<file path="src/pet_pkg.sv">
// package: constants and types for the pwm external trigger control
package pet_pkg;

	// ---------------------------------------------------------------
	// timing
	// ---------------------------------------------------------------
	localparam int unsigned CLK_PERIOD_NS      = 10;
	localparam int unsigned FAST_OSC_PERIOD_NS = 125;
	localparam int unsigned SLOW_CLK_PERIOD_NS = 30500; // 30.5 us
	localparam int unsigned FAST_TICK_CYCLES   =
		FAST_OSC_PERIOD_NS / CLK_PERIOD_NS;
	localparam int unsigned SLOW_TICK_CYCLES   =
		SLOW_CLK_PERIOD_NS / CLK_PERIOD_NS;
	localparam int unsigned TICK_CNT_W         = 12;

	// ---------------------------------------------------------------
	// register map
	// ---------------------------------------------------------------
	localparam int unsigned DATA_W = 16;
	localparam int unsigned ADDR_W = 4;
	localparam logic [3:0] OFS_CTRL0  = 4'h0;
	localparam logic [3:0] OFS_TRIG   = 4'h1;
	localparam logic [3:0] OFS_DUTY   = 4'h2;
	localparam logic [3:0] OFS_PERIOD = 4'h3;
	localparam logic [3:0] OFS_COUNT  = 4'h4;
	localparam logic [3:0] OFS_STATUS = 4'h5;

	// control register 0 fields
	localparam int unsigned CTRL0_RUN_BIT    = 0;
	localparam int unsigned CTRL0_CLK_SEL_LO = 1;
	localparam int unsigned CTRL0_CLK_SEL_HI = 2;
	localparam int unsigned CTRL0_CLR_GATE   = 3;
	// trigger control register fields
	localparam int unsigned TRIG_MODE_LO = 0;
	localparam int unsigned TRIG_MODE_HI = 1;
	localparam int unsigned TRIG_PIN_SEL = 2;
	localparam int unsigned TRIG_POL_LO  = 3;
	localparam int unsigned TRIG_POL_HI  = 4;
	// status register fields
	localparam int unsigned STAT_ACTIVE = 0;
	localparam int unsigned STAT_FLAG   = 1;

	// pwm clock selections
	localparam logic [1:0] CLK_SEL_FAST_OSC = 2'h0;
	localparam logic [1:0] CLK_SEL_SLOW     = 2'h1;

	// polarity codes
	localparam logic [1:0] POL_RISE_START = 2'h1;
	localparam logic [1:0] POL_FALL_START = 2'h2;

	// reset values
	localparam logic [15:0] DUTY_RST   = 16'h0000;
	localparam logic [15:0] PERIOD_RST = 16'hFFFF;

	// ---------------------------------------------------------------
	// types
	// ---------------------------------------------------------------
	typedef enum logic [1:0] {
		TM_SOFT        = 2'h0,
		TM_SOFT_OR_EXT = 2'h1,
		TM_EXT         = 2'h2,
		TM_EXT_CLEAR   = 2'h3
	} pet_mode_e;

	typedef enum logic [1:0] {
		EXT_IDLE = 2'h1,
		EXT_RUN  = 2'h2
	} pet_ext_state_e;

	typedef struct packed {
		pet_mode_e  mode;
		logic       pin_sel;
		logic [1:0] polarity;
	} pet_trig_cfg_s;

	typedef struct packed {
		logic level;
		logic rise;
		logic fall;
	} pet_event_s;

endpackage

</file>
<file path="src/pet_pwm_counter.sv">
// module: pwm counter with duty and period buffers
`timescale 1ns/10ps
module pet_pwm_counter
	import pet_pkg::*;
#(
	parameter int unsigned W = DATA_W
) (
	input  wire logic         clk_sys_i,
	input  wire logic         rst_b_i,
	input  wire logic         pwm_tick_i,
	input  wire logic         run_en_i,
	input  wire logic         clear_i,
	input  wire logic         load_i,
	input  wire logic [W-1:0] duty_i,
	input  wire logic [W-1:0] period_i,
	output logic      [W-1:0] count_o,
	output logic      [W-1:0] duty_buf_o,
	output logic      [W-1:0] period_buf_o,
	output logic              flag_o,
	output logic              active_o
);

	logic [W-1:0] count_reg;
	logic [W-1:0] count_next;
	logic [W-1:0] dbuf_reg;
	logic [W-1:0] dbuf_next;
	logic [W-1:0] pbuf_reg;
	logic [W-1:0] pbuf_next;
	logic         flag_reg;
	logic         flag_next;
	logic         active_reg;
	logic         active_next;

	// clear wins over the pwm tick; a tick while active counts once
	// more even if run was just dropped
	always_comb begin
		count_next  = count_reg;
		dbuf_next   = dbuf_reg;
		pbuf_next   = pbuf_reg;
		flag_next   = flag_reg;
		active_next = active_reg;
		if (clear_i) begin
			count_next = '0;
			dbuf_next  = duty_i;
			pbuf_next  = period_i;
			flag_next  = 1'b1;
		end else if (pwm_tick_i) begin
			active_next = run_en_i;
			if (active_reg) begin
				if (count_reg == pbuf_reg) begin
					count_next = '0;
					dbuf_next  = duty_i;
					pbuf_next  = period_i;
					flag_next  = 1'b1;
				end else begin
					count_next = count_reg + 1'b1;
					if (count_reg == dbuf_reg) begin
						flag_next = 1'b0;
					end
				end
			end
		end else if (load_i) begin
			dbuf_next = duty_i;
			pbuf_next = period_i;
		end
	end

	always_ff @(posedge clk_sys_i) begin
		if (!rst_b_i) begin
			count_reg  <= '0;
			dbuf_reg   <= '0;
			pbuf_reg   <= '1;
			flag_reg   <= 1'b0;
			active_reg <= 1'b0;
		end else begin
			count_reg  <= count_next;
			dbuf_reg   <= dbuf_next;
			pbuf_reg   <= pbuf_next;
			flag_reg   <= flag_next;
			active_reg <= active_next;
		end
	end

	assign count_o      = count_reg;
	assign duty_buf_o   = dbuf_reg;
	assign period_buf_o = pbuf_reg;
	assign flag_o       = flag_reg;
	assign active_o     = active_reg;
endmodule

</file>
<file path="src/pet_trig_ctrl.sv">
// module: external trigger control of the pwm counter
//
// Implementation choices: the address map and the strobed register port.
`timescale 1ns/10ps
module pet_trig_ctrl
	import pet_pkg::*;
(
	input  wire logic              clk_sys_i,
	input  wire logic              rst_b_i,
	input  wire logic [ADDR_W-1:0] addr_i,
	input  wire logic [DATA_W-1:0] wr_data_i,
	input  wire logic              wr_stb_i,
	input  wire logic              rd_stb_i,
	output logic      [DATA_W-1:0] rd_data_o,
	input  wire logic              event_input_0_i,
	input  wire logic              event_input_1_i,
	output logic                   pwm_output_flag_o,
	output logic                   count_active_status_o
);

	// ---------------------------------------------------------------
	// polarity decode
	// ---------------------------------------------------------------
	// codes 00 and 11 give no edges and a permanent start level
	function automatic logic start_edge(pet_event_s e, logic [1:0] p);
		start_edge = (p == POL_RISE_START) ? e.rise :
			(p == POL_FALL_START) ? e.fall : 1'b0;
	endfunction

	function automatic logic stop_edge(pet_event_s e, logic [1:0] p);
		stop_edge = (p == POL_RISE_START) ? e.fall :
			(p == POL_FALL_START) ? e.rise : 1'b0;
	endfunction

	function automatic logic start_level(pet_event_s e, logic [1:0] p);
		start_level = (p == POL_FALL_START) ? ~e.level :
			(p == POL_RISE_START) ? e.level : 1'b1;
	endfunction

	// ---------------------------------------------------------------
	// state
	// ---------------------------------------------------------------
	logic                  run_reg;
	logic                  run_next;
	logic [1:0]            clk_sel_reg;
	logic [1:0]            clk_sel_next;
	logic                  clr_gate_reg;
	logic                  clr_gate_next;
	pet_trig_cfg_s         trig_reg;
	pet_trig_cfg_s         trig_next;
	logic [DATA_W-1:0]     duty_reg;
	logic [DATA_W-1:0]     duty_next;
	logic [DATA_W-1:0]     period_reg;
	logic [DATA_W-1:0]     period_next;
	logic [DATA_W-1:0]     rd_data_reg;
	logic [DATA_W-1:0]     rd_data_next;
	logic                  load_reg;
	logic                  load_next;
	logic [TICK_CNT_W-1:0] fast_cnt_reg;
	logic [TICK_CNT_W-1:0] fast_cnt_next;
	logic [TICK_CNT_W-1:0] slow_cnt_reg;
	logic [TICK_CNT_W-1:0] slow_cnt_next;
	pet_ext_state_e        ext_state_reg;
	pet_ext_state_e        ext_state_next;

	logic              fast_tick;
	logic              slow_tick;
	logic              sample_tick;
	logic              pwm_tick;
	logic              sel_pin;
	pet_event_s        evt;
	logic              ev_start;
	logic              ev_stop;
	logic              lvl_start;
	logic              run_en;
	logic              ext_clear;
	logic              sw_clear;
	logic              cnt_clear;
	logic [DATA_W-1:0] count;
	logic              flag;
	logic              active;

	// ---------------------------------------------------------------
	// clock ticks and input selection
	// ---------------------------------------------------------------
	assign fast_tick = (fast_cnt_reg ==
		TICK_CNT_W'(FAST_TICK_CYCLES - 1));
	assign slow_tick = (slow_cnt_reg ==
		TICK_CNT_W'(SLOW_TICK_CYCLES - 1));
	assign sample_tick = (clk_sel_reg == CLK_SEL_FAST_OSC) ?
		fast_tick : slow_tick;
	// other selections stand for a system-rate pwm clock
	assign pwm_tick = (clk_sel_reg == CLK_SEL_FAST_OSC) ? fast_tick :
		(clk_sel_reg == CLK_SEL_SLOW) ? slow_tick : 1'b1;
	// pin select is static in use; a change may show one false edge
	assign sel_pin = trig_reg.pin_sel ? event_input_1_i
		: event_input_0_i;

	pet_trig_sampler u_sampler (
		.clk_sys_i     (clk_sys_i),
		.rst_b_i       (rst_b_i),
		.pin_i         (sel_pin),
		.sample_tick_i (sample_tick),
		.evt_o         (evt)
	);

	assign ev_start  = start_edge(evt, trig_reg.polarity);
	assign ev_stop   = stop_edge(evt, trig_reg.polarity);
	assign lvl_start = start_level(evt, trig_reg.polarity);

	// ---------------------------------------------------------------
	// mode decode: run enable and external clear
	// ---------------------------------------------------------------
	always_comb begin
		run_en    = run_reg;
		ext_clear = 1'b0;
		case (trig_reg.mode)
			TM_SOFT: begin
				run_en = run_reg;
			end
			TM_SOFT_OR_EXT: begin
				run_en    = run_reg & lvl_start;
				ext_clear = ev_stop;
			end
			TM_EXT: begin
				run_en    = run_reg & (ext_state_reg == EXT_RUN);
				ext_clear = run_reg & ev_stop;
			end
			TM_EXT_CLEAR: begin
				run_en    = run_reg;
				ext_clear = ev_stop & ~(clr_gate_reg & flag);
			end
			default: begin
				run_en = run_reg;
			end
		endcase
	end

	assign sw_clear  = wr_stb_i & (addr_i == OFS_COUNT);
	assign cnt_clear = ext_clear | sw_clear;

	// ---------------------------------------------------------------
	// register file, tick counters and external run state
	// ---------------------------------------------------------------
	always_comb begin
		run_next       = run_reg;
		clk_sel_next   = clk_sel_reg;
		clr_gate_next  = clr_gate_reg;
		trig_next      = trig_reg;
		duty_next      = duty_reg;
		period_next    = period_reg;
		rd_data_next   = '0;
		fast_cnt_next  = fast_tick ? '0 : fast_cnt_reg + 1'b1;
		slow_cnt_next  = slow_tick ? '0 : slow_cnt_reg + 1'b1;
		ext_state_next = ext_state_reg;
		// paused writes reach the buffers a cycle later when that cycle has no pwm tick
		load_next = wr_stb_i & ~active &
			(addr_i == OFS_DUTY || addr_i == OFS_PERIOD);
		if (wr_stb_i) begin
			case (addr_i)
				OFS_CTRL0: begin
					run_next      = wr_data_i[CTRL0_RUN_BIT];
					clk_sel_next  =
						wr_data_i[CTRL0_CLK_SEL_HI:CTRL0_CLK_SEL_LO];
					clr_gate_next = wr_data_i[CTRL0_CLR_GATE];
				end
				OFS_TRIG: begin
					trig_next.mode = pet_mode_e'(
						wr_data_i[TRIG_MODE_HI:TRIG_MODE_LO]);
					trig_next.pin_sel  = wr_data_i[TRIG_PIN_SEL];
					trig_next.polarity =
						wr_data_i[TRIG_POL_HI:TRIG_POL_LO];
				end
				OFS_DUTY:   duty_next = wr_data_i;
				OFS_PERIOD: period_next = wr_data_i;
				default:    run_next = run_reg;
			endcase
		end
		if (rd_stb_i) begin
			case (addr_i)
				OFS_CTRL0: begin
					rd_data_next[CTRL0_RUN_BIT] = run_reg;
					rd_data_next[CTRL0_CLK_SEL_HI:CTRL0_CLK_SEL_LO] =
						clk_sel_reg;
					rd_data_next[CTRL0_CLR_GATE] = clr_gate_reg;
				end
				OFS_TRIG: begin
					rd_data_next[TRIG_MODE_HI:TRIG_MODE_LO] =
						trig_reg.mode;
					rd_data_next[TRIG_PIN_SEL] = trig_reg.pin_sel;
					rd_data_next[TRIG_POL_HI:TRIG_POL_LO] =
						trig_reg.polarity;
				end
				OFS_DUTY:   rd_data_next = duty_reg;
				OFS_PERIOD: rd_data_next = period_reg;
				OFS_COUNT:  rd_data_next = count;
				OFS_STATUS: begin
					rd_data_next[STAT_ACTIVE] = active;
					rd_data_next[STAT_FLAG]   = flag;
				end
				default:    rd_data_next = '0;
			endcase
		end
		// edges with run low are dropped and the state falls idle
		case (ext_state_reg)
			EXT_IDLE: begin
				if (run_reg && ev_start && trig_reg.mode == TM_EXT) begin
					ext_state_next = EXT_RUN;
				end
			end
			EXT_RUN: begin
				if (!run_reg || ev_stop || trig_reg.mode != TM_EXT) begin
					ext_state_next = EXT_IDLE;
				end
			end
			default: ext_state_next = EXT_IDLE;
		endcase
	end

	always_ff @(posedge clk_sys_i) begin
		if (!rst_b_i) begin
			run_reg       <= 1'b0;
			clk_sel_reg   <= CLK_SEL_FAST_OSC;
			clr_gate_reg  <= 1'b0;
			trig_reg      <= '{mode: TM_SOFT, pin_sel: 1'b0,
				polarity: POL_RISE_START};
			duty_reg      <= DUTY_RST;
			period_reg    <= PERIOD_RST;
			rd_data_reg   <= '0;
			load_reg      <= 1'b0;
			fast_cnt_reg  <= '0;
			slow_cnt_reg  <= '0;
			ext_state_reg <= EXT_IDLE;
		end else begin
			run_reg       <= run_next;
			clk_sel_reg   <= clk_sel_next;
			clr_gate_reg  <= clr_gate_next;
			trig_reg      <= trig_next;
			duty_reg      <= duty_next;
			period_reg    <= period_next;
			rd_data_reg   <= rd_data_next;
			load_reg      <= load_next;
			fast_cnt_reg  <= fast_cnt_next;
			slow_cnt_reg  <= slow_cnt_next;
			ext_state_reg <= ext_state_next;
		end
	end

	pet_pwm_counter #(
		.W (DATA_W)
	) u_counter (
		.clk_sys_i    (clk_sys_i),
		.rst_b_i      (rst_b_i),
		.pwm_tick_i   (pwm_tick),
		.run_en_i     (run_en),
		.clear_i      (cnt_clear),
		.load_i       (load_reg),
		.duty_i       (duty_reg),
		.period_i     (period_reg),
		.count_o      (count),
		.duty_buf_o   (),
		.period_buf_o (),
		.flag_o       (flag),
		.active_o     (active)
	);

	assign rd_data_o             = rd_data_reg;
	assign pwm_output_flag_o     = flag;
	assign count_active_status_o = active;
endmodule

</file>
<file path="src/pet_trig_sampler.sv">
// module: synchroniser and noise filter for one trigger input
`timescale 1ns/10ps
module pet_trig_sampler
	import pet_pkg::*;
(
	input  wire logic       clk_sys_i,
	input  wire logic       rst_b_i,
	input  wire logic       pin_i,
	input  wire logic       sample_tick_i,
	output pet_event_s      evt_o
);

	logic sync1_reg;
	logic sync2_reg;
	logic samp_reg;
	logic samp_next;
	logic level_reg;
	logic level_next;
	logic rise_reg;
	logic rise_next;
	logic fall_reg;
	logic fall_next;

	// ---------------------------------------------------------------
	// filter: a level is taken only after two equal samples in a row
	// ---------------------------------------------------------------
	// a pulse of one sample period or less never yields two samples
	always_comb begin
		samp_next  = samp_reg;
		level_next = level_reg;
		if (sample_tick_i) begin
			samp_next = sync2_reg;
			if (sync2_reg == samp_reg) begin
				level_next = sync2_reg;
			end
		end
		rise_next = level_next & ~level_reg;
		fall_next = ~level_next & level_reg;
	end

	// sync1 feeds only sync2
	always_ff @(posedge clk_sys_i) begin
		if (!rst_b_i) begin
			sync1_reg <= 1'b0;
			sync2_reg <= 1'b0;
			samp_reg  <= 1'b0;
			level_reg <= 1'b0;
			rise_reg  <= 1'b0;
			fall_reg  <= 1'b0;
		end else begin
			sync1_reg <= pin_i;
			sync2_reg <= sync1_reg;
			samp_reg  <= samp_next;
			level_reg <= level_next;
			rise_reg  <= rise_next;
			fall_reg  <= fall_next;
		end
	end

	assign evt_o = '{level: level_reg, rise: rise_reg, fall: fall_reg};

endmodule

</file>
<file path="config.mk">
export PLATFORM = sky130hd
export DESIGN_NAME = pet_trig_ctrl
export DESIGN_NICKNAME = d
export VERILOG_FILES = /design/src/pet_pkg.sv /design/src/pet_pwm_counter.sv /design/src/pet_trig_ctrl.sv /design/src/pet_trig_sampler.sv
export SDC_FILE = /design/constraint.sdc
export NUM_CORES = 1
export LEC_CHECK = 0
export BUFFER_PORTS_ARGS = -buffer_cell sky130_fd_sc_hd__buf_2
export CORE_MARGIN = 2
export CORE_UTILIZATION = 56
export DETAILED_ROUTE_END_ITERATION = 7
export PLACE_DENSITY = 0.84
export SETUP_SLACK_MARGIN = 0.15
export SLEW_MARGIN = 20
export SYNTH_ARGS = -nofsm -noshare
export SYNTH_HDL_FRONTEND = slang
export SYNTH_HIERARCHICAL = 1
export SYNTH_SLANG_ARGS = --single-unit
</file>
<file path="constraint.sdc">
create_clock -name clk_sys_i -period 3 [get_ports clk_sys_i]
set_input_delay 0.15 -clock clk_sys_i [delete_from_list [all_inputs] [get_ports clk_sys_i]]
set_output_delay 0.15 -clock clk_sys_i [all_outputs]
set_load 0.005 [all_outputs]
</file>
==> run_summary.xml, run 1 <==
<?xml version="1.0" encoding="UTF-8"?>
<metrics>
  <group name="power">
    <metric name="power_density" unit="nW/um2">570</metric>
    <metric name="peakVddDrop" unit="mV">0.369</metric>
    <metric name="power_leakage" unit="uW">0.00307</metric>
  </group>
  <group name="global_route">
    <metric name="grt_first_pass_wirelength" unit="mm">27.0</metric>
    <metric name="globalRoute.totalOverflow" unit="">0</metric>
    <metric name="grt_usage" unit="%">26.2</metric>
    <metric name="number_of_antenna_violations_at_the_first_check_in_global_routing" unit="">0</metric>
    <metric name="largest_net_degree_at_the_start_of_global_routing" unit="">82</metric>
    <metric name="grt_pass1_vias" unit="">5562</metric>
  </group>
  <group name="worst_setup_path">
    <metric name="cp_data_required_time" unit="ns">3.24</metric>
    <metric name="critical_path.top_delay_family" unit="">compound AO/OA/AOI/OAI gates</metric>
    <metric name="critPathArrivalTime" unit="ns">2.78</metric>
    <metric name="reg2reg_from" unit="">fast_cnt_reg[0]</metric>
    <metric name="critical_path.endpoint_type" unit="">register</metric>
    <metric name="worstSetupStartpoint" unit="">fast_cnt_reg[0]</metric>
    <metric name="critical_path_peak_fanout" unit="">16</metric>
    <metric name="critical-path-slowest-cell" unit="">sky130_fd_sc_hd__a21oi_4</metric>
    <metric name="start_kind" unit="">register</metric>
    <metric name="path_cells" unit="">ha_1 &gt; nor4bb_1 &gt; nand3_1 &gt; nor2_1 &gt; a211o_1 &gt; inv_1 &gt; a21o_1 &gt; a21oi_4 &gt; o211ai_1</metric>
    <metric name="critical-path-max-stage-delay" unit="ns">0.49</metric>
    <metric name="timing.setup.critical_path_class" unit="">register to register</metric>
    <metric name="cp.buffers_inverters" unit="">1</metric>
  </group>
  <group name="clock_network">
    <metric name="cts_tree" unit="">built</metric>
    <metric name="htree_num_levels" unit="">4</metric>
    <metric name="clkSlewWorstSetupHoldPaths" unit="ns">0.06</metric>
    <metric name="clock-sinks" unit="">140</metric>
    <metric name="tritoncts.num_buffers" unit="">17</metric>
    <metric name="post_cts.resized_instances" unit="">0</metric>
    <metric name="cts.root.buffer_cell" unit="">sky130_fd_sc_hd__clkbuf_16</metric>
    <metric name="cts_max_path_buffers" unit="">2</metric>
    <metric name="clk_latency" unit="ns">0.42</metric>
  </group>
  <group name="cells_and_area">
    <metric name="area.growth.synth_to_final" unit="%">13.7</metric>
    <metric name="drive_gt1_share" unit="%">14.7</metric>
    <metric name="finalNetCount" unit="">822</metric>
    <metric name="antenna-diode-count" unit="">0</metric>
    <metric name="utilization" unit="%">64.6</metric>
    <metric name="fillCellCount" unit="">931</metric>
  </group>
  <group name="job">
    <metric name="max_cap_violations" unit="">0</metric>
  </group>
  <group name="routing">
    <metric name="final_antenna_net_count" unit="">0</metric>
    <metric name="drt_drc_violations_left" unit="">0</metric>
    <metric name="wirelength" unit="mm">16.4</metric>
    <metric name="drt_first_iter_violations" unit="">754</metric>
    <metric name="vias_per_cell" unit="">6.15</metric>
    <metric name="wire_per_inst" unit="um">17.3</metric>
    <metric name="route.vias.total" unit="">5816</metric>
    <metric name="firstDrtPassIters" unit="">8</metric>
  </group>
  <group name="logic_synthesis">
    <metric name="synth_top_cells_by_area" unit="">sky130_fd_sc_hd__dfxtp_1, sky130_fd_sc_hd__xor2_1, sky130_fd_sc_hd__nand2_1</metric>
    <metric name="syn-mean-instance-area" unit="um2">8.87</metric>
    <metric name="synth_edf_count" unit="">0</metric>
    <metric name="postSynthRegisterBits" unit="">140</metric>
    <metric name="postSynthCellCount" unit="">759</metric>
    <metric name="post_synth_top_area_share" unit="%">41.6</metric>
    <metric name="net_count_after_synthesis" unit="">793</metric>
    <metric name="synth-main-ff-cell" unit="">sky130_fd_sc_hd__dfxtp_1</metric>
    <metric name="synth-warning-count" unit="">6</metric>
    <metric name="async_reset_ff_share" unit="%">0</metric>
    <metric name="synthesis.area" unit="um2">6740</metric>
    <metric name="synth_cell_type_count" unit="">63</metric>
    <metric name="synthDominantAreaCellType" unit="">sky130_fd_sc_hd__dfxtp_1</metric>
    <metric name="share_of_synthesized_area_occupied_by_flip_flops_and_latches" unit="%">41.6</metric>
  </group>
  <group name="worst_hold_path">
    <metric name="hp-class" unit="">input pin to register</metric>
    <metric name="hold_start" unit="">addr_i[3]</metric>
  </group>
  <group name="place">
    <metric name="io_buffer_count" unit="">43</metric>
    <metric name="dp.final_hpwl" unit="mm">11.2</metric>
    <metric name="globalplace.congestion" unit="">0.906</metric>
  </group>
  <group name="floorplanning">
    <metric name="floorplan.initialDensity" unit="%">56.8</metric>
    <metric name="dieHeight" unit="um">114</metric>
    <metric name="fp.dieArea" unit="um2">12900</metric>
    <metric name="die_width" unit="um">114</metric>
    <metric name="num_rows" unit="">40</metric>
    <metric name="core" unit="um2">11900</metric>
    <metric name="ios" unit="">44</metric>
  </group>
  <group name="timing">
    <metric name="measured_slew_at_the_worst_slew_check_pin" unit="ns">0.816</metric>
    <metric name="fin_setup_tns" unit="ns">0</metric>
    <metric name="finalClockSkew" unit="ns">0.00503</metric>
    <metric name="slew-limit-headroom" unit="%">45.6</metric>
    <metric name="timing.final.setup_violations" unit="">0</metric>
    <metric name="timing.fmax" unit="MHz">395</metric>
    <metric name="slew_viol_final" unit="">0</metric>
    <metric name="rsz0062_at_grt" unit="">false</metric>
    <metric name="time_the_worst_path_needs_with_i_o_delays_and_setup" unit="ns">2.53</metric>
    <metric name="fin_crit_sh" unit="%">84.5</metric>
    <metric name="hold_violations" unit="">0</metric>
  </group>
  <group name="status">
    <metric name="status" unit="">finished clean</metric>
  </group>
</metrics>
## area by class of cell
class	count	area [um2]	share of cell area, %
clock inverters	9	170	2.22
repair buffers	69	455	5.95
clock buffers	20	447	5.83
inverters	22	82.6	1.08
flip-flops and latches	140	2800	36.6
multi-input cells	538	3520	45.9
well taps	147	184	2.40
## worst register-to-register path, stage by stage (launching register included)
cell,delay (ns)
sky130_fd_sc_hd__dfxtp_1,0.37
sky130_fd_sc_hd__ha_1,0.24
sky130_fd_sc_hd__nor4bb_1,0.30
sky130_fd_sc_hd__nand3_1,0.17
sky130_fd_sc_hd__nor2_1,0.12
sky130_fd_sc_hd__a211o_1,0.19
sky130_fd_sc_hd__inv_1,0.09
sky130_fd_sc_hd__a21o_1,0.22
sky130_fd_sc_hd__a21oi_4,0.49
sky130_fd_sc_hd__o211ai_1,0.16
## metal layers
layer,wire [um],track usage [%],up-vias
met1,6980,34.4,2757
li1,-,-,2760
met4,372,10.4,0
met5,0,0,-
met3,1100,5.58,41
met2,7910,42.2,258
## timing repair
item	in CTS	in global routing
buffers inserted	0	0
endpoints found under the hold margin	18	0
hold buffers	12	0
setup endpoints to repair	0	0
## cell usage after synthesis, types with 2 or more instances
library cell	n
sky130_fd_sc_hd__buf_4	7
sky130_fd_sc_hd__nor3b_1	2
sky130_fd_sc_hd__and4_1	10
sky130_fd_sc_hd__a21boi_0	18
sky130_fd_sc_hd__mux2_2	4
sky130_fd_sc_hd__inv_1	21
sky130_fd_sc_hd__buf_1	2
sky130_fd_sc_hd__buf_6	9
sky130_fd_sc_hd__xor2_1	49
sky130_fd_sc_hd__o211ai_1	22
sky130_fd_sc_hd__dfxtp_1	140
sky130_fd_sc_hd__nor2b_1	13
sky130_fd_sc_hd__nand4_1	26
sky130_fd_sc_hd__o21ai_0	5
sky130_fd_sc_hd__and2_2	3
sky130_fd_sc_hd__a21oi_1	10
sky130_fd_sc_hd__a222oi_1	13
sky130_fd_sc_hd__a31oi_1	19
sky130_fd_sc_hd__clkbuf_1	26
sky130_fd_sc_hd__buf_2	13
sky130_fd_sc_hd__o311ai_0	16
sky130_fd_sc_hd__o31ai_1	2
sky130_fd_sc_hd__nor3_1	23
sky130_fd_sc_hd__nand2_1	110
sky130_fd_sc_hd__nor2_1	59
sky130_fd_sc_hd__xnor2_1	16
sky130_fd_sc_hd__nand2b_1	4
sky130_fd_sc_hd__ha_1	8
sky130_fd_sc_hd__a22oi_1	2
sky130_fd_sc_hd__a22o_1	2
sky130_fd_sc_hd__nand3b_1	2
sky130_fd_sc_hd__nor4_2	5
sky130_fd_sc_hd__o211ai_2	10
sky130_fd_sc_hd__mux2i_1	14
sky130_fd_sc_hd__nand3_1	35
sky130_fd_sc_hd__clkbuf_2	2
sky130_fd_sc_hd__a211o_1	2
sky130_fd_sc_hd__and3_1	3
sky130_fd_sc_hd__nor4_1	6
sky130_fd_sc_hd__or3_1	3
## logic make-up (layout without fill, tap and decap cells)
logic type	after synthesis	after routing	share of synthesized area, %
AO/OA/AOI/OAI	131	131	15.7
XOR/XNOR	65	65	8.45
adder cells (fa/ha/maj)	8	8	1.49
buffers and inverters	81	120	6.19
flip-flops	140	140	41.6
multiplexers	18	18	2.75
AND/OR/NAND/NOR	316	316	23.8
## power breakdown
part           total [uW]  leakage, uW  switching (uW)  internal [uW]
Clock                2220     0.000305             745           1470
Sequential           1920      0.00113            30.4           1890
Combinational         220      0.00163             131           89.3
## through the flow
stage                     instance area (um2)  cells  hold slack [ns]  setup WS (ns)  total power [uW]
after floorplan                          6740    759            0.229          0.635              2100
after global placement                   6920    904            0.376          0.648              2150
after detailed placement                 6920    904            0.382          0.502              2160
after CTS                                7660    945           0.0113          0.466              4370
after global routing                     7660    945           0.0351          0.204              4490
final                                    7660    945           0.0240          0.465              4360
## cell usage in the layout, fill, tap and decap left out, types with 13 or more instances in the layout
cell                        instances
sky130_fd_sc_hd__o211ai_1          22
sky130_fd_sc_hd__nor3_1            23
sky130_fd_sc_hd__xnor2_1           16
sky130_fd_sc_hd__a31oi_1           19
sky130_fd_sc_hd__dfxtp_1          140
sky130_fd_sc_hd__o311ai_0          16
sky130_fd_sc_hd__xor2_1            49
sky130_fd_sc_hd__nor2_1            59
sky130_fd_sc_hd__buf_4             14
sky130_fd_sc_hd__clkbuf_16         17
sky130_fd_sc_hd__a222oi_1          13
sky130_fd_sc_hd__nand4_1           26
sky130_fd_sc_hd__buf_2             42
sky130_fd_sc_hd__mux2i_1           14
sky130_fd_sc_hd__nor2b_1           13
sky130_fd_sc_hd__inv_1             21
sky130_fd_sc_hd__a21boi_0          18
sky130_fd_sc_hd__nand2_1          110
sky130_fd_sc_hd__nand3_1           35
## path summary, 6_finish.rpt
check | endpoint | slack, ns | cells past startpoint
worst min-delay path | rd_data_o[4] | 0.02 | 2
worst max-delay path | u_counter/period_buf_o[3] | 0.47 | 9
worst min register to register | u_sampler/sync2_reg | 0.46 | 1
worst max register to register | u_counter/period_buf_o[3] | 0.47 | 9
Power figures use the tool's default switching activity.
==> inputs of run 2 (changes only) <==
clock period = 2.34 ns   (was 3 ns; I/O delays follow)
==> run_summary.xml, run 2 (same netlist as run 1, synthesis figures left out) <==
<?xml version="1.0" encoding="UTF-8"?>
<metrics>
  <group name="routing">
    <metric name="drt_first_iter_violations" unit="">1156</metric>
    <metric name="wire_per_inst" unit="um">22.8</metric>
    <metric name="route.vias.total" unit="">6853</metric>
    <metric name="firstDrtPassIters" unit="">8</metric>
    <metric name="wirelength" unit="mm">22.6</metric>
    <metric name="vias_per_cell" unit="">6.92</metric>
    <metric name="drt_drc_violations_left" unit="">10</metric>
    <metric name="final_antenna_net_count" unit="">0</metric>
  </group>
  <group name="worst_setup_path">
    <metric name="timing.setup.critical_path_class" unit="">register to register</metric>
    <metric name="cp_data_required_time" unit="ns">2.62</metric>
    <metric name="critPathArrivalTime" unit="ns">2.72</metric>
    <metric name="minimum_setup_slack_among_reg_to_reg_paths" unit="ns">-0.1</metric>
    <metric name="critical_path_peak_fanout" unit="">12</metric>
    <metric name="critical_path.endpoint_type" unit="">register</metric>
    <metric name="start_kind" unit="">register</metric>
  </group>
  <group name="timing">
    <metric name="final_critical_path_setup_slack" unit="ns">-0.0966</metric>
    <metric name="timing.fmax" unit="MHz">410</metric>
    <metric name="hold_violations" unit="">0</metric>
    <metric name="time_the_worst_path_needs_with_i_o_delays_and_setup" unit="ns">2.44</metric>
    <metric name="slew-limit-headroom" unit="%">46.1</metric>
    <metric name="fin_setup_tns" unit="ns">-0.0966</metric>
    <metric name="measured_slew_at_the_worst_slew_check_pin" unit="ns">0.805</metric>
    <metric name="slew_viol_final" unit="">0</metric>
    <metric name="timing.final.setup_violations" unit="">1</metric>
    <metric name="rsz0062_at_grt" unit="">true</metric>
    <metric name="finalClockSkew" unit="ns">0.00760</metric>
    <metric name="fin_crit_sh" unit="%">104</metric>
  </group>
  <group name="power">
    <metric name="finalPower" unit="uW">5790</metric>
    <metric name="peakVddDrop" unit="mV">0.771</metric>
    <metric name="power_density" unit="nW/um2">667</metric>
    <metric name="power_leakage" unit="uW">0.00347</metric>
  </group>
  <group name="cells_and_area">
    <metric name="antenna-diode-count" unit="">0</metric>
    <metric name="area.growth.synth_to_final" unit="%">28.7</metric>
    <metric name="drive_gt1_share" unit="%">25.2</metric>
    <metric name="layout.area.seq" unit="um2">2820</metric>
    <metric name="finalNetCount" unit="">865</metric>
    <metric name="layout.cells.most_common" unit="">sky130_fd_sc_hd__dfxtp_1</metric>
    <metric name="utilization" unit="%">73.1</metric>
    <metric name="mostFrequentLayoutCells" unit="">sky130_fd_sc_hd__dfxtp_1, sky130_fd_sc_hd__nand2_1, sky130_fd_sc_hd__nor2_1</metric>
    <metric name="stdcell_count" unit="">991</metric>
    <metric name="multi_input_gate_area_in_the_final_layout" unit="um2">3910</metric>
    <metric name="fillCellCount" unit="">686</metric>
  </group>
  <group name="floorplanning">
    <metric name="floorplan.initialDensity" unit="%">56.8</metric>
    <metric name="num_rows" unit="">40</metric>
    <metric name="fp.dieArea" unit="um2">12900</metric>
    <metric name="dieHeight" unit="um">114</metric>
    <metric name="core" unit="um2">11900</metric>
    <metric name="die_width" unit="um">114</metric>
    <metric name="ios" unit="">44</metric>
  </group>
  <group name="clock_network">
    <metric name="clkSlewWorstSetupHoldPaths" unit="ns">0.06</metric>
    <metric name="clock-sinks" unit="">140</metric>
    <metric name="tritoncts.num_buffers" unit="">17</metric>
    <metric name="cts_max_path_buffers" unit="">2</metric>
    <metric name="clk_latency" unit="ns">0.43</metric>
    <metric name="htree_num_levels" unit="">4</metric>
    <metric name="cts.root.buffer_cell" unit="">sky130_fd_sc_hd__clkbuf_16</metric>
    <metric name="cts_tree" unit="">built</metric>
  </group>
  <group name="global_route">
    <metric name="grt_first_pass_wirelength" unit="mm">29.1</metric>
    <metric name="largest_net_degree_at_the_start_of_global_routing" unit="">86</metric>
    <metric name="number_of_antenna_violations_at_the_first_check_in_global_routing" unit="">0</metric>
    <metric name="grt_usage" unit="%">28.5</metric>
    <metric name="globalRoute.totalOverflow" unit="">0</metric>
    <metric name="grt_pass1_vias" unit="">5786</metric>
  </group>
  <group name="worst_hold_path">
    <metric name="hp-class" unit="">input pin to register</metric>
  </group>
  <group name="place">
    <metric name="io_buffer_count" unit="">43</metric>
    <metric name="dpl.cell_count" unit="">920</metric>
    <metric name="dp_slack" unit="ns">-0.313</metric>
    <metric name="dp.final_hpwl" unit="mm">11.4</metric>
    <metric name="globalplace.congestion" unit="">0.916</metric>
  </group>
  <group name="status">
    <metric name="failing_checks" unit="">DRC, setup timing</metric>
    <metric name="status" unit="">finished with violations</metric>
  </group>
  <group name="job">
    <metric name="max_cap_violations" unit="">0</metric>
  </group>
</metrics>
-- run 2: cell types whose count changed in the layout (fill, tap and decap cells not counted), sizes merged --
| cell | before | now |
|---|---|---|
| buf | 57 | 88 |
| clkbuf | 20 | 25 |
| dlygate4sd3 | 12 | 17 |
| clkinvlp | 0 | 4 |
| a21o | 2 | 3 |
| bufinv | 5 | 4 |
| inv | 22 | 23 |
-- run 2: area by class of cell --
cell class	count	share of cell area [%]
clock buffer	19	5.22
clock inverter	13	2.19
inverter	22	0.952
multi-input combinational	539	45.0
sequential	140	32.5
tap	147	2.12
timing repair buffer	111	12.0
-- run 2: critical path, cell delays in order (launching register included) --
cell and delay, ns:
sky130_fd_sc_hd__dfxtp_4 0.36, sky130_fd_sc_hd__inv_1 0.10, sky130_fd_sc_hd__ha_2 0.20, sky130_fd_sc_hd__a21oi_2 0.06, sky130_fd_sc_hd__a31oi_1 0.16, sky130_fd_sc_hd__nor2_1 0.11, sky130_fd_sc_hd__o31ai_4 0.32, sky130_fd_sc_hd__a21o_4 0.25
sky130_fd_sc_hd__buf_16 0.18, sky130_fd_sc_hd__nor3_4 0.06, sky130_fd_sc_hd__a31oi_1 0.27, sky130_fd_sc_hd__o311ai_1 0.20
-- run 2: report_power, final --
group	switching [uW]	internal, uW
clock	1100	1840
combinational	221	156
sequential	45.8	2420
total	1360	4420
-- run 2: path summary, 6_finish.rpt --
check | from | endpoint | cells past startpoint
worst max-delay path | trig_reg[3] | u_counter/duty_buf_o[2] | 11
worst min-delay path | event_input_0_i | u_sampler/sync1_reg | 3
worst max register to register | trig_reg[3] | u_counter/duty_buf_o[2] | 11
worst min register to register | u_sampler/sync1_reg | u_sampler/sync2_reg | 1
-- run 2: repair_timing --
action / in CTS / in global routing
setup buffers: 5 / 7
hold buffers: 17 / 0
endpoints found under the hold margin: 36 / 0
pin swaps: 4 / 30
gates resized for setup: 18 / 86
endpoints found under the setup margin: 42 / 50
cloned: 3 / 7
-- run 2: per-layer routing --
| layer | vias up | track usage (%) | routed length (um) |
|---|---|---|---|
| met2 | 659 | 45.9 | 10500 |
| met5 | - | 0 | 0 |
| met3 | 183 | 7.44 | 2870 |
| met1 | 3151 | 36.1 | 7810 |
| li1 | 2860 | - | - |
| met4 | 0 | 13.1 | 1450 |
-- run 2: stage by stage --
step / instance area, um2 / hold slack (ns)
2_1_floorplan: 6750 / 0.196
3_3_place_gp: 7100 / 0.340
3_5_place_dp: 7100 / 0.348
4_1_cts: 8100 / 0.0134
5_1_grt: 8670 / 0.0521
6_report: 8670 / 0.0443
